[src/design/mfm_pkg.sv]
// Constants, register map and fault code table of the motor fault manager
// Functional notes
// Every abnormality belongs to exactly one class: alarm, warning or travel limit.
// Any active abnormality turns the power indicator orange and shows its code.
// Any alarm opens drive ready, forces servo off and engages the dynamic brake.
// Emergency stop clears on input release; other alarms hold until power removal.
// Alarms A0..P9 force servo off, touch no warning or limit output, ignore clear.
// History records all alarms except E0 and F4; C4, E2 only when backup allowed.
// Warnings open the warning output, keep drive ready, brake on servo-off kinds.
// A warning clears on fault clear input or command once its cause is gone.
// A3 C0 F1 P5 servo off, A5 no change, C5 F5 F8 cycle stop, all recorded.
// F5 or F8 during motion stops the motor only after the current move ends.
// Entering a travel limit opens its output and allows only moves back out.
// A travel limit clears by itself once the motor leaves the forbidden area.
// Exit counts whether by positioning, jog or manual rotation with servo off.
// F2 software and F3 hardware limits open limit outputs and are never recorded.
// The segment display shows fault codes only in indicator fault mode.
// History holds 32 records; a further record drops the oldest, appends newest.
// Each abnormality is latched on its own so all can be reported together.
`default_nettype none
package mfm_pkg;
  // APB register byte offsets
  localparam logic [7:0] MFM_OFS_CTRL = 8'h00;
  localparam logic [7:0] MFM_OFS_CMD = 8'h04;
  localparam logic [7:0] MFM_OFS_ALARM = 8'h08;
  localparam logic [7:0] MFM_OFS_WARN = 8'h0C;
  localparam logic [7:0] MFM_OFS_LIMIT = 8'h10;
  localparam logic [7:0] MFM_OFS_SNAP = 8'h14;
  localparam logic [7:0] MFM_OFS_HCNT = 8'h18;
  localparam logic [7:0] MFM_OFS_HIDX = 8'h1C;
  localparam logic [7:0] MFM_OFS_HDATA = 8'h20;
  localparam logic [7:0] MFM_OFS_IRQ_STAT = 8'h24;
  localparam logic [7:0] MFM_OFS_IRQ_MASK = 8'h28;
  localparam logic [7:0] MFM_OFS_DISP = 8'h2C;
  // Field positions
  localparam int MFM_CTRL_FAULT_MODE = 0;
  localparam int MFM_CTRL_BACKUP_OK = 1;
  localparam int MFM_CMD_CLEAR = 0;
  localparam int MFM_CMD_REPORT = 1;
  localparam int MFM_IRQ_ALARM = 0;
  localparam int MFM_IRQ_WARN = 1;
  localparam int MFM_IRQ_LIMIT = 2;
  localparam int MFM_IRQ_DROP = 3;
  // Reset values
  localparam logic [1:0] MFM_CTRL_RST = 2'h1;
  localparam logic [3:0] MFM_IRQ_MASK_RST = 4'h0;
  // Sizes
  localparam int MFM_N_ALARM = 19;
  localparam int MFM_N_WARN = 8;
  localparam int MFM_N_FAULT = 29;
  localparam int MFM_HIST_DEPTH = 32;
  localparam logic [5:0] MFM_HIST_FULL = 6'h20;
  localparam int MFM_N_SYNC = 33;
  // Alarm indices with special handling
  localparam int MFM_AL_C4 = 7;
  localparam int MFM_AL_E0 = 8;
  localparam int MFM_AL_E2 = 9;
  localparam int MFM_AL_ESTOP = 13;
  // Warning behaviour masks, bit order A3 A5 C0 C5 F1 F5 F8 P5
  localparam logic [7:0] MFM_WARN_SERVO_OFF = 8'h95;
  localparam logic [7:0] MFM_WARN_CYCLE_NOW = 8'h08;
  localparam logic [7:0] MFM_WARN_CYCLE_END = 8'h60;
  // Alarms always recorded, C4 and E2 added when backup is allowed
  localparam logic [18:0] MFM_AL_REC_BASE = 19'h7DC7F;
  localparam logic [18:0] MFM_AL_REC_BACKUP = 19'h00280;
  // Two character codes, alarms 0..18, warnings 19..26, limits F2 and F3
  localparam logic [15:0] MFM_CODE [0:28] = '{
    16'h4130, 16'h4131, 16'h4132, 16'h4134, 16'h4137, 16'h4139,
    16'h4333, 16'h4334, 16'h4530, 16'h4532, 16'h4537, 16'h4538, 16'h4539,
    16'h4634, 16'h5030, 16'h5031, 16'h5032, 16'h5033, 16'h5039,
    16'h4133, 16'h4135, 16'h4330, 16'h4335, 16'h4631, 16'h4635, 16'h4638, 16'h5035,
    16'h4632, 16'h4633};
endpackage
`default_nettype wire

[src/design/mfm_sync.sv]
// Two flip-flop synchroniser for pin inputs
`default_nettype none
module mfm_sync #(
  parameter int W = 1
) (
  input wire logic clk,
  input wire logic rst_b,
  input wire logic [W-1:0] d,
  output logic [W-1:0] q
);
  logic [W-1:0] meta_r;

  always_ff @(posedge clk or negedge rst_b) begin
    if (!rst_b) begin
      meta_r <= '0;
      q <= '0;
    end else begin
      meta_r <= d;
      q <= meta_r;
    end
  end
endmodule
`default_nettype wire

[src/design/mfm_main.sv]
// Motor fault manager: fault latches, motor actions, display, history, APB
`default_nettype none
module mfm_main
  import mfm_pkg::*;
(
  input wire logic clk,
  input wire logic rst_b,
  input wire logic psel,
  input wire logic penable,
  input wire logic pwrite,
  input wire logic [7:0] paddr,
  input wire logic [31:0] pwdata,
  output logic [31:0] prdata,
  output logic pready,
  output logic pslverr,
  input wire logic [17:0] alarm_cause_in,
  input wire logic emergency_stop_in,
  input wire logic fault_clear_in,
  input wire logic [7:0] warn_cause_in,
  input wire logic [3:0] limit_area_in,
  input wire logic motor_moving_in,
  output logic drive_ready_out,
  output logic warning_out,
  output logic travel_limit_plus_out,
  output logic travel_limit_minus_out,
  output logic travel_limit_minus_alt_out,
  output logic move_plus_allow_out,
  output logic move_minus_allow_out,
  output logic servo_off_out,
  output logic dyn_brake_out,
  output logic cycle_stop_out,
  output logic power_led_orange_out,
  output logic [15:0] seg_code_out,
  output logic irq_out
);
  import mfm_pkg::*;

  logic [MFM_N_SYNC-1:0] sync_s;
  logic [17:0] alarm_cause_s;
  logic estop_s;
  logic fclr_s;
  logic [7:0] warn_cause_s;
  logic [3:0] limit_s;
  logic moving_s;
  logic fclr_d_r;

  logic [1:0] ctrl_r;
  logic [MFM_N_ALARM-1:0] alarm_r;
  logic [MFM_N_WARN-1:0] warn_r;
  logic [3:0] limit_r;
  logic [MFM_N_FAULT-1:0] snap_r;
  logic [26:0] pend_r;
  logic [15:0] hist_mem_r [0:MFM_HIST_DEPTH-1];
  logic [4:0] hist_wp_r;
  logic [5:0] hist_cnt_r;
  logic [4:0] hist_idx_r;
  logic [3:0] irq_stat_r;
  logic [3:0] irq_mask_r;

  logic [MFM_N_ALARM-1:0] alarm_det;
  logic [MFM_N_ALARM-1:0] alarm_nxt;
  logic [MFM_N_WARN-1:0] warn_nxt;
  logic [MFM_N_ALARM-1:0] alarm_rec;
  logic [26:0] pend_new;
  logic [26:0] pend_pick;
  logic pend_any;
  logic [4:0] pend_idx;
  logic [MFM_N_FAULT-1:0] active;
  logic [4:0] disp_idx;
  logic disp_any;
  logic [15:0] seg_nxt;
  logic [3:0] irq_set;
  logic clear_req;
  logic setup_ph;
  logic wr_en;
  logic [31:0] rd_val;
  logic rd_hit;
  logic [4:0] hist_ra;
  logic servo_off_nxt;
  logic plus_in_limit;
  logic minus_in_limit;

  // Pins come from outside the clock domain
  mfm_sync #(.W(MFM_N_SYNC)) u_sync (
    .clk(clk),
    .rst_b(rst_b),
    .d({motor_moving_in, limit_area_in, warn_cause_in, fault_clear_in,
        emergency_stop_in, alarm_cause_in}),
    .q(sync_s)
  );

  assign alarm_cause_s = sync_s[17:0];
  assign estop_s = sync_s[18];
  assign fclr_s = sync_s[19];
  assign warn_cause_s = sync_s[27:20];
  assign limit_s = sync_s[31:28];
  assign moving_s = sync_s[32];

  // APB handshake: data prepared in setup, completed in first access cycle
  assign setup_ph = psel & ~penable;
  assign wr_en = psel & penable & pready & pwrite;

  // Fault clear by rising edge of the input or the command write
  assign clear_req = (fclr_s & ~fclr_d_r) | (wr_en && paddr == MFM_OFS_CMD &&
                     pwdata[MFM_CMD_CLEAR]);

  // Emergency stop occupies its own slot among the alarms
  assign alarm_det = {alarm_cause_s[17:13], estop_s, alarm_cause_s[12:0]};

  // Only a power cycle frees a latched alarm; the stop slot follows its pin
  always_comb begin
    alarm_nxt = alarm_r | alarm_det;
    alarm_nxt[MFM_AL_ESTOP] = estop_s;
  end

  // Set wins over clear, and a warning whose cause stays cannot be cleared
  assign warn_nxt = (warn_r | warn_cause_s) & ~({MFM_N_WARN{clear_req}} &
                    ~warn_cause_s);

  // Starts low like the idle pin, so reset release makes no false clear
  always_ff @(posedge clk or negedge rst_b) begin
    if (!rst_b) begin
      fclr_d_r <= 1'b0;
    end else begin
      fclr_d_r <= fclr_s;
    end
  end

  always_ff @(posedge clk or negedge rst_b) begin
    if (!rst_b) begin
      alarm_r <= '0;
      warn_r <= '0;
      limit_r <= '0;
    end else begin
      alarm_r <= alarm_nxt;
      warn_r <= warn_nxt;
      limit_r <= limit_s;
    end
  end

  assign active = {limit_r[3] | limit_r[2], limit_r[1] | limit_r[0], warn_r, alarm_r};

  // Limit slots: 0 soft plus, 1 soft minus, 2 hard plus, 3 hard minus
  assign plus_in_limit = limit_r[0] | limit_r[2];
  assign minus_in_limit = limit_r[1] | limit_r[3];

  assign servo_off_nxt = (|alarm_r) | (|(warn_r & MFM_WARN_SERVO_OFF));

  // Motor actions and open-for-fault outputs, closed reads as one
  always_ff @(posedge clk or negedge rst_b) begin
    if (!rst_b) begin
      drive_ready_out <= 1'b0;
      warning_out <= 1'b1;
      travel_limit_plus_out <= 1'b1;
      travel_limit_minus_out <= 1'b1;
      travel_limit_minus_alt_out <= 1'b1;
      move_plus_allow_out <= 1'b1;
      move_minus_allow_out <= 1'b1;
      servo_off_out <= 1'b1;
      dyn_brake_out <= 1'b1;
      cycle_stop_out <= 1'b0;
      power_led_orange_out <= 1'b0;
    end else begin
      drive_ready_out <= ~(|alarm_r);
      warning_out <= ~(|warn_r);
      travel_limit_plus_out <= ~plus_in_limit;
      travel_limit_minus_out <= ~minus_in_limit;
      travel_limit_minus_alt_out <= ~minus_in_limit;
      move_plus_allow_out <= ~plus_in_limit;
      move_minus_allow_out <= ~minus_in_limit;
      servo_off_out <= servo_off_nxt;
      dyn_brake_out <= servo_off_nxt;
      // For F5 and F8 a move in progress is allowed to finish first
      cycle_stop_out <= (|(warn_r & MFM_WARN_CYCLE_NOW)) |
                        ((|(warn_r & MFM_WARN_CYCLE_END)) & ~moving_s);
      power_led_orange_out <= |active;
    end
  end

  // Lowest active slot wins the display
  // Fixed priority, so a later warning never hides an alarm
  always_comb begin
    disp_idx = 5'h00;
    disp_any = 1'b0;
    for (int i = MFM_N_FAULT - 1; i >= 0; i--) begin
      if (active[i]) begin
        disp_idx = 5'(i);
        disp_any = 1'b1;
      end
    end
  end

  always_comb begin
    if (ctrl_r[MFM_CTRL_FAULT_MODE]) begin
      seg_nxt = disp_any ? MFM_CODE[disp_idx] : 16'h0000;
    end else begin
      seg_nxt = {9'h000, estop_s, fclr_s, moving_s, limit_s};
    end
  end

  always_ff @(posedge clk or negedge rst_b) begin
    if (!rst_b) begin
      seg_code_out <= 16'h0000;
    end else begin
      seg_code_out <= seg_nxt;
    end
  end

  // Which newly raised faults go to history
  assign alarm_rec = MFM_AL_REC_BASE |
                     (ctrl_r[MFM_CTRL_BACKUP_OK] ? MFM_AL_REC_BACKUP : 19'h00000);
  assign pend_new = {warn_nxt & ~warn_r, alarm_nxt & ~alarm_r & alarm_rec};

  // One record per cycle keeps the write port single
  always_comb begin
    pend_idx = 5'h00;
    pend_any = 1'b0;
    pend_pick = '0;
    for (int i = 26; i >= 0; i--) begin
      if (pend_r[i]) begin
        pend_idx = 5'(i);
        pend_any = 1'b1;
      end
    end
    if (pend_any) begin
      pend_pick[pend_idx] = 1'b1;
    end
  end

  always_ff @(posedge clk or negedge rst_b) begin
    if (!rst_b) begin
      pend_r <= '0;
    end else begin
      pend_r <= (pend_r & ~pend_pick) | pend_new;
    end
  end

  // Records are lost on reset; there is no backup store behind them
  always_ff @(posedge clk or negedge rst_b) begin
    if (!rst_b) begin
      hist_wp_r <= 5'h00;
      hist_cnt_r <= 6'h00;
      for (int i = 0; i < MFM_HIST_DEPTH; i++) begin
        hist_mem_r[i] <= 16'h0000;
      end
    end else if (pend_any) begin
      // Ring overwrite drops the oldest record when full
      hist_mem_r[hist_wp_r] <= MFM_CODE[pend_idx];
      hist_wp_r <= hist_wp_r + 5'h01;
      if (hist_cnt_r != MFM_HIST_FULL) begin
        hist_cnt_r <= hist_cnt_r + 6'h01;
      end
    end
  end

  // Index zero names the latest record
  assign hist_ra = hist_wp_r - 5'h01 - hist_idx_r;

  // Status snapshot for the report command
  always_ff @(posedge clk or negedge rst_b) begin
    if (!rst_b) begin
      snap_r <= '0;
    end else if (wr_en && paddr == MFM_OFS_CMD && pwdata[MFM_CMD_REPORT]) begin
      snap_r <= active;
    end
  end

  always_ff @(posedge clk or negedge rst_b) begin
    if (!rst_b) begin
      ctrl_r <= MFM_CTRL_RST;
      hist_idx_r <= 5'h00;
      irq_mask_r <= MFM_IRQ_MASK_RST;
    end else if (wr_en) begin
      case (paddr)
        MFM_OFS_CTRL: ctrl_r <= pwdata[1:0];
        MFM_OFS_HIDX: hist_idx_r <= pwdata[4:0];
        MFM_OFS_IRQ_MASK: irq_mask_r <= pwdata[3:0];
        default: ctrl_r <= ctrl_r;
      endcase
    end
  end

  // Sticky events; a new event beats a simultaneous write-one clear
  assign irq_set = {pend_any && hist_cnt_r == MFM_HIST_FULL,
                    |(limit_s & ~limit_r),
                    |(warn_nxt & ~warn_r),
                    |(alarm_nxt & ~alarm_r)};

  always_ff @(posedge clk or negedge rst_b) begin
    if (!rst_b) begin
      irq_stat_r <= 4'h0;
    end else if (wr_en && paddr == MFM_OFS_IRQ_STAT) begin
      irq_stat_r <= (irq_stat_r & ~pwdata[3:0]) | irq_set;
    end else begin
      irq_stat_r <= irq_stat_r | irq_set;
    end
  end

  // Registered so a status write never glitches the pin
  always_ff @(posedge clk or negedge rst_b) begin
    if (!rst_b) begin
      irq_out <= 1'b0;
    end else begin
      irq_out <= |(irq_stat_r & irq_mask_r);
    end
  end

  always_comb begin
    rd_val = 32'h0000_0000;
    rd_hit = 1'b1;
    case (paddr)
      MFM_OFS_CTRL: rd_val[1:0] = ctrl_r;
      MFM_OFS_CMD: rd_val = 32'h0000_0000;
      MFM_OFS_ALARM: rd_val[MFM_N_ALARM-1:0] = alarm_r;
      MFM_OFS_WARN: rd_val[MFM_N_WARN-1:0] = warn_r;
      MFM_OFS_LIMIT: rd_val[3:0] = limit_r;
      MFM_OFS_SNAP: rd_val[MFM_N_FAULT-1:0] = snap_r;
      MFM_OFS_HCNT: rd_val[5:0] = hist_cnt_r;
      MFM_OFS_HIDX: rd_val[4:0] = hist_idx_r;
      MFM_OFS_HDATA: rd_val[15:0] = hist_mem_r[hist_ra];
      MFM_OFS_IRQ_STAT: rd_val[3:0] = irq_stat_r;
      MFM_OFS_IRQ_MASK: rd_val[3:0] = irq_mask_r;
      MFM_OFS_DISP: rd_val[15:0] = seg_code_out;
      default: rd_hit = 1'b0;
    endcase
  end

  // One wait-free access cycle after setup
  // Unmapped addresses still answer, flagged by pslverr
  always_ff @(posedge clk or negedge rst_b) begin
    if (!rst_b) begin
      pready <= 1'b0;
      pslverr <= 1'b0;
      prdata <= 32'h0000_0000;
    end else begin
      pready <= setup_ph;
      pslverr <= setup_ph & ~rd_hit;
      if (setup_ph) begin
        prdata <= pwrite ? 32'h0000_0000 : rd_val;
      end
    end
  end
endmodule
`default_nettype wire

[config.mk]
export PLATFORM = sky130hd
export DESIGN_NAME = mfm_main
export DESIGN_NICKNAME = d
export VERILOG_FILES = /design/src/design/mfm_pkg.sv /design/src/design/mfm_sync.sv /design/src/design/mfm_main.sv
export SDC_FILE = /design/constraint.sdc
export NUM_CORES = 1
export LEC_CHECK = 0
export BUFFER_PORTS_ARGS = -buffer_cell sky130_fd_sc_hd__clkbuf_2
export CORE_MARGIN = 1
export CORE_UTILIZATION = 48
export CTS_BUF_LIST = sky130_fd_sc_hd__clkbuf_8
export CTS_CLUSTER_SIZE = 25
export DETAILED_ROUTE_END_ITERATION = 7
export HOLD_SLACK_MARGIN = 0.08
export PLACE_DENSITY = 0.67
export SYNTH_ARGS = -nofsm -noshare
export SYNTH_HDL_FRONTEND = slang
export SYNTH_SLANG_ARGS = --single-unit
[constraint.sdc]
create_clock -name clk -period 7.12 [get_ports clk]
set_input_delay 1.78 -clock clk [delete_from_list [all_inputs] [get_ports clk]]
set_output_delay 1.78 -clock clk [all_outputs]
set_load 0.01 [all_outputs]
==> flow_metrics.py <==
metrics = {
    "worst_setup_path": {
        "worstPathMaxFanout": 46,
        "cp.required_ns": 7.64,
        "path_class": "reg2reg",
        "cp.arrival_ns": 4.88,
        "reg2reg_slack_ns": 2.77,
        "cp-end-kind": "register",
        "startpoint_type": "register",
    },
    "clock_network": {
        "ctsResizeCount": 0,
        "cts_made_buffers": 87,
        "clk_path_buf_depth": 3,
        "cts_tree": "yes",
        "postCtsSetupRepairBufs": 0,
        "htreeDepth": 3,
        "postCtsHoldBufs": 0,
        "cts_sinks": 519,
        "path_clk_slew_ns": 0.06,
        "clock_latency_ns": 0.69,
        "cts_root_buf": "clkbuf_8",
    },
    "routing": {
        "antenna_left": 0,
        "num_vias": 16420,
        "drt_iter0_drc": 1635,
        "first_pass_iters": 8,
        "wirelength_mm": 59.5,
        "post_drt_wl_per_cell_um": 21.2,
        "avgViaCountPerCell": 5.84,
        "route.detailed.drc": 0,
    },
    "worst_hold_path": {
        "worstHoldPathType": "reg2reg",
    },
    "synth": {
        "ys_seq_elements": 519,
        "netlist-cell-type-count": 86,
        "synth_area_sq_um": 23200,
        "synth_edf_count": 0,
        "yosysWarnings": 0,
        "synthCells": 2049,
        "ys.flop_type": "dfrtp_1",
        "seq_area_frac_synth_pct": 56.0,
        "syn-mean-instance-area_sq_um": 11.3,
        "async_flop_share_pct": 100,
    },
    "sta": {
        "rsz0062_at_grt": "false",
        "setup_violations": 0,
        "relSlewSlack_pct": 24.8,
        "maxSlewViolCount": 0,
        "hold_viol": 0,
        "post-route-min-period_ns": 4.35,
        "fmax_ghz": 0.230,
        "finClkSkew_ns": 0.0299,
        "timing.hold.ws_ns": 0.345,
        "tightest_slew_ns": 1.12,
        "tns_ns": 0,
        "period_share_pct": 61.1,
    },
    "floorplan": {
        "die_y_um": 222,
        "die_w_um": 222,
        "ios": 140,
        "die_area_sq_um": 49200,
        "initial_core_util_pct": 48.7,
        "core_area_sq_um": 47600,
        "row_count": 80,
    },
    "flow_run": {
        "drv_cap": 0,
    },
    "cells_and_area": {
        "area_growth_pct": 11.4,
        "final_nets": 2236,
        "layout-drive-gt1-share_pct": 22.0,
        "utilization_pct": 54.2,
        "fin_area_sq_um": 25800,
    },
    "global_route": {
        "grt_pass1_wl_mm": 95.1,
        "overflow": 0,
        "track_usage_pct": 25.0,
        "grt_max_degree": 190,
        "grt_pass1_vias": 16410,
        "antenna_found_initial": 1,
    },
    "power": {
        "vdd_drop_max_mv": 0.734,
        "powerDensity_nw_per_um2": 411,
        "p_leak_uw": 0.0113,
    },
    "outcome": {
        "status": "complete, no violations",
    },
    "place": {
        "numPortBuffers": 105,
        "dpl.hpwl_mm": 40.4,
        "postPlaceCellArea_sq_um": 24000,
        "gp_congestion": 0.922,
    },
}
==> critical path, stage by stage (launching register included) <==
cell      delay [ns]
dfrtp_1         0.47
ha_4            0.17
inv_1           0.04
fa_4            1.31
buf_4           0.51
mux4_2          0.40
mux4_2          0.53
nor3b_1         0.16
a31oi_1         0.41
o211ai_1        0.17
==> power breakdown <==
part	switching (uW)	internal, uW
registers	401	3640
logic	2690	1190
clock network	1200	1500
total	4290	6330
==> worst paths after layout <==
kind / start / to / cells past startpoint
worst max-delay path: hist_wp_r[0] / prdata[4] / 9
worst min-delay path: u_sync.meta_r[29] / u_sync.q[29] / 0
worst max register to register: hist_wp_r[0] / prdata[4] / 9
worst min register to register: u_sync.meta_r[29] / u_sync.q[29] / 0
max in group asynchronous: rst_b / hist_mem_r[270] / 2
min in group asynchronous: rst_b / u_sync.meta_r[6] / 1
==> routing by layer <==
layer	vias to the layer above	track usage [%]	routed length [um]	part of all wire, %
li1	7473	-	-	-
met1	8198	33.5	25200	42
met2	607	39.8	28400	48
met3	142	4.89	3610	6.1
met4	0	11.0	2320	3.9
met5	-	0	0	0
==> registers in the layout (all words and copies together), names as in the netlist, 5 cells and up <==
register,flops
hist_mem_r,288
u_sync.meta_r,33
u_sync.q,33
prdata,29
snap_r,29
pend_r,27
alarm_r,19
seg_code_out,12
warn_r,8
hist_cnt_r,6
hist_idx_r,5
hist_wp_r,5
==> cell usage after synthesis (4+ instances only) <==
cell type	count	area share, %
a21o_1	14	0.45
a21oi_1	136	2.9
a221oi_1	4	0.15
a222oi_1	7	0.30
a22o_1	21	0.79
a22oi_1	31	1.0
and2_1	9	0.24
and3_1	4	0.11
buf_2	57	1.2
buf_4	12	0.39
buf_6	10	0.49
clkbuf_1	45	0.73
clkbuf_2	7	0.15
dfrtp_1	514	55
dfstp_2	5	0.57
ha_1	23	1.2
inv_1	45	0.73
mux2_2	32	1.6
mux2i_1	9	0.39
mux4_1	4	0.45
mux4_2	86	8.4
nand2_1	271	4.4
nand2b_1	49	1.3
nand3_1	38	0.82
nand4_1	8	0.22
nor2_1	182	2.9
nor2b_1	8	0.22
nor3_1	20	0.43
nor4_1	23	0.62
o2111ai_1	4	0.15
o211ai_1	9	0.29
o21a_1	6	0.19
o21ai_0	163	3.5
o21ai_1	6	0.13
o21ai_2	57	2.2
o21bai_1	4	0.13
o221ai_1	4	0.15
o22ai_1	5	0.13
o31ai_1	4	0.13
or2_2	20	0.54
or3_1	4	0.11
or4_1	9	0.29
or4_4	4	0.19
or4b_2	4	0.17
xnor2_1	11	0.42
==> layout make-up <==
cell class	count	area, sq um
Tap cell	615	769
Multi-Input combinational cell	1358	9390
Timing Repair Buffer	123	708
Antenna cell	1	2.50
Clock buffer	114	1570
Clock inverter	37	221
Inverter	45	169
Fill cell	4085	21800
Sequential cell	519	13000
==> logic make-up (layout without fill, tap and decap cells) <==
logic type                 after synthesis  in the layout  share of synthesized area (%)
AOI/OAI and AO/OA                      508            508                           14.1
xor gates and xnor gates                13             13                          0.523
adders and majority gates               24             24                           1.33
buffers and inverters                  178            319                           3.74
DFF                                    519            519                           56.0
muxes                                  131            131                           10.7
other                                    1              8                         0.0162
and+or+nand+nor                        675            675                           13.5
==> cells in the final DEF, fill, tap and decap left out, drive strengths merged, types with 21 or more instances in the layout <==
cell    netlist  routed
o21ai       226     226
nor4         26      26
nor2        184     184
mux4         90      90
nand3        38      38
nand2       272     272
a22o         21      21
inv          45      70
nand2b       49      49
mux2         32      32
ha           23      23
a21oi       136     136
or2          21      21
dfrtp       514     514
clkbuf       52     218
nor3         22      22
a22oi        31      31
==> per-stage QoR <==
step | power, uW | std cells | worst slack (ns)
after floorplan | 7020 | 2055 | 3.50
after global placement | 7820 | 2660 | 2.51
after detailed placement | 7960 | 2660 | 2.49
after CTS | 10700 | 2811 | 2.76
after global routing | 11300 | 2812 | 2.61
final | 10600 | 2812 | 2.77
(Power assumes the default switching activity.)
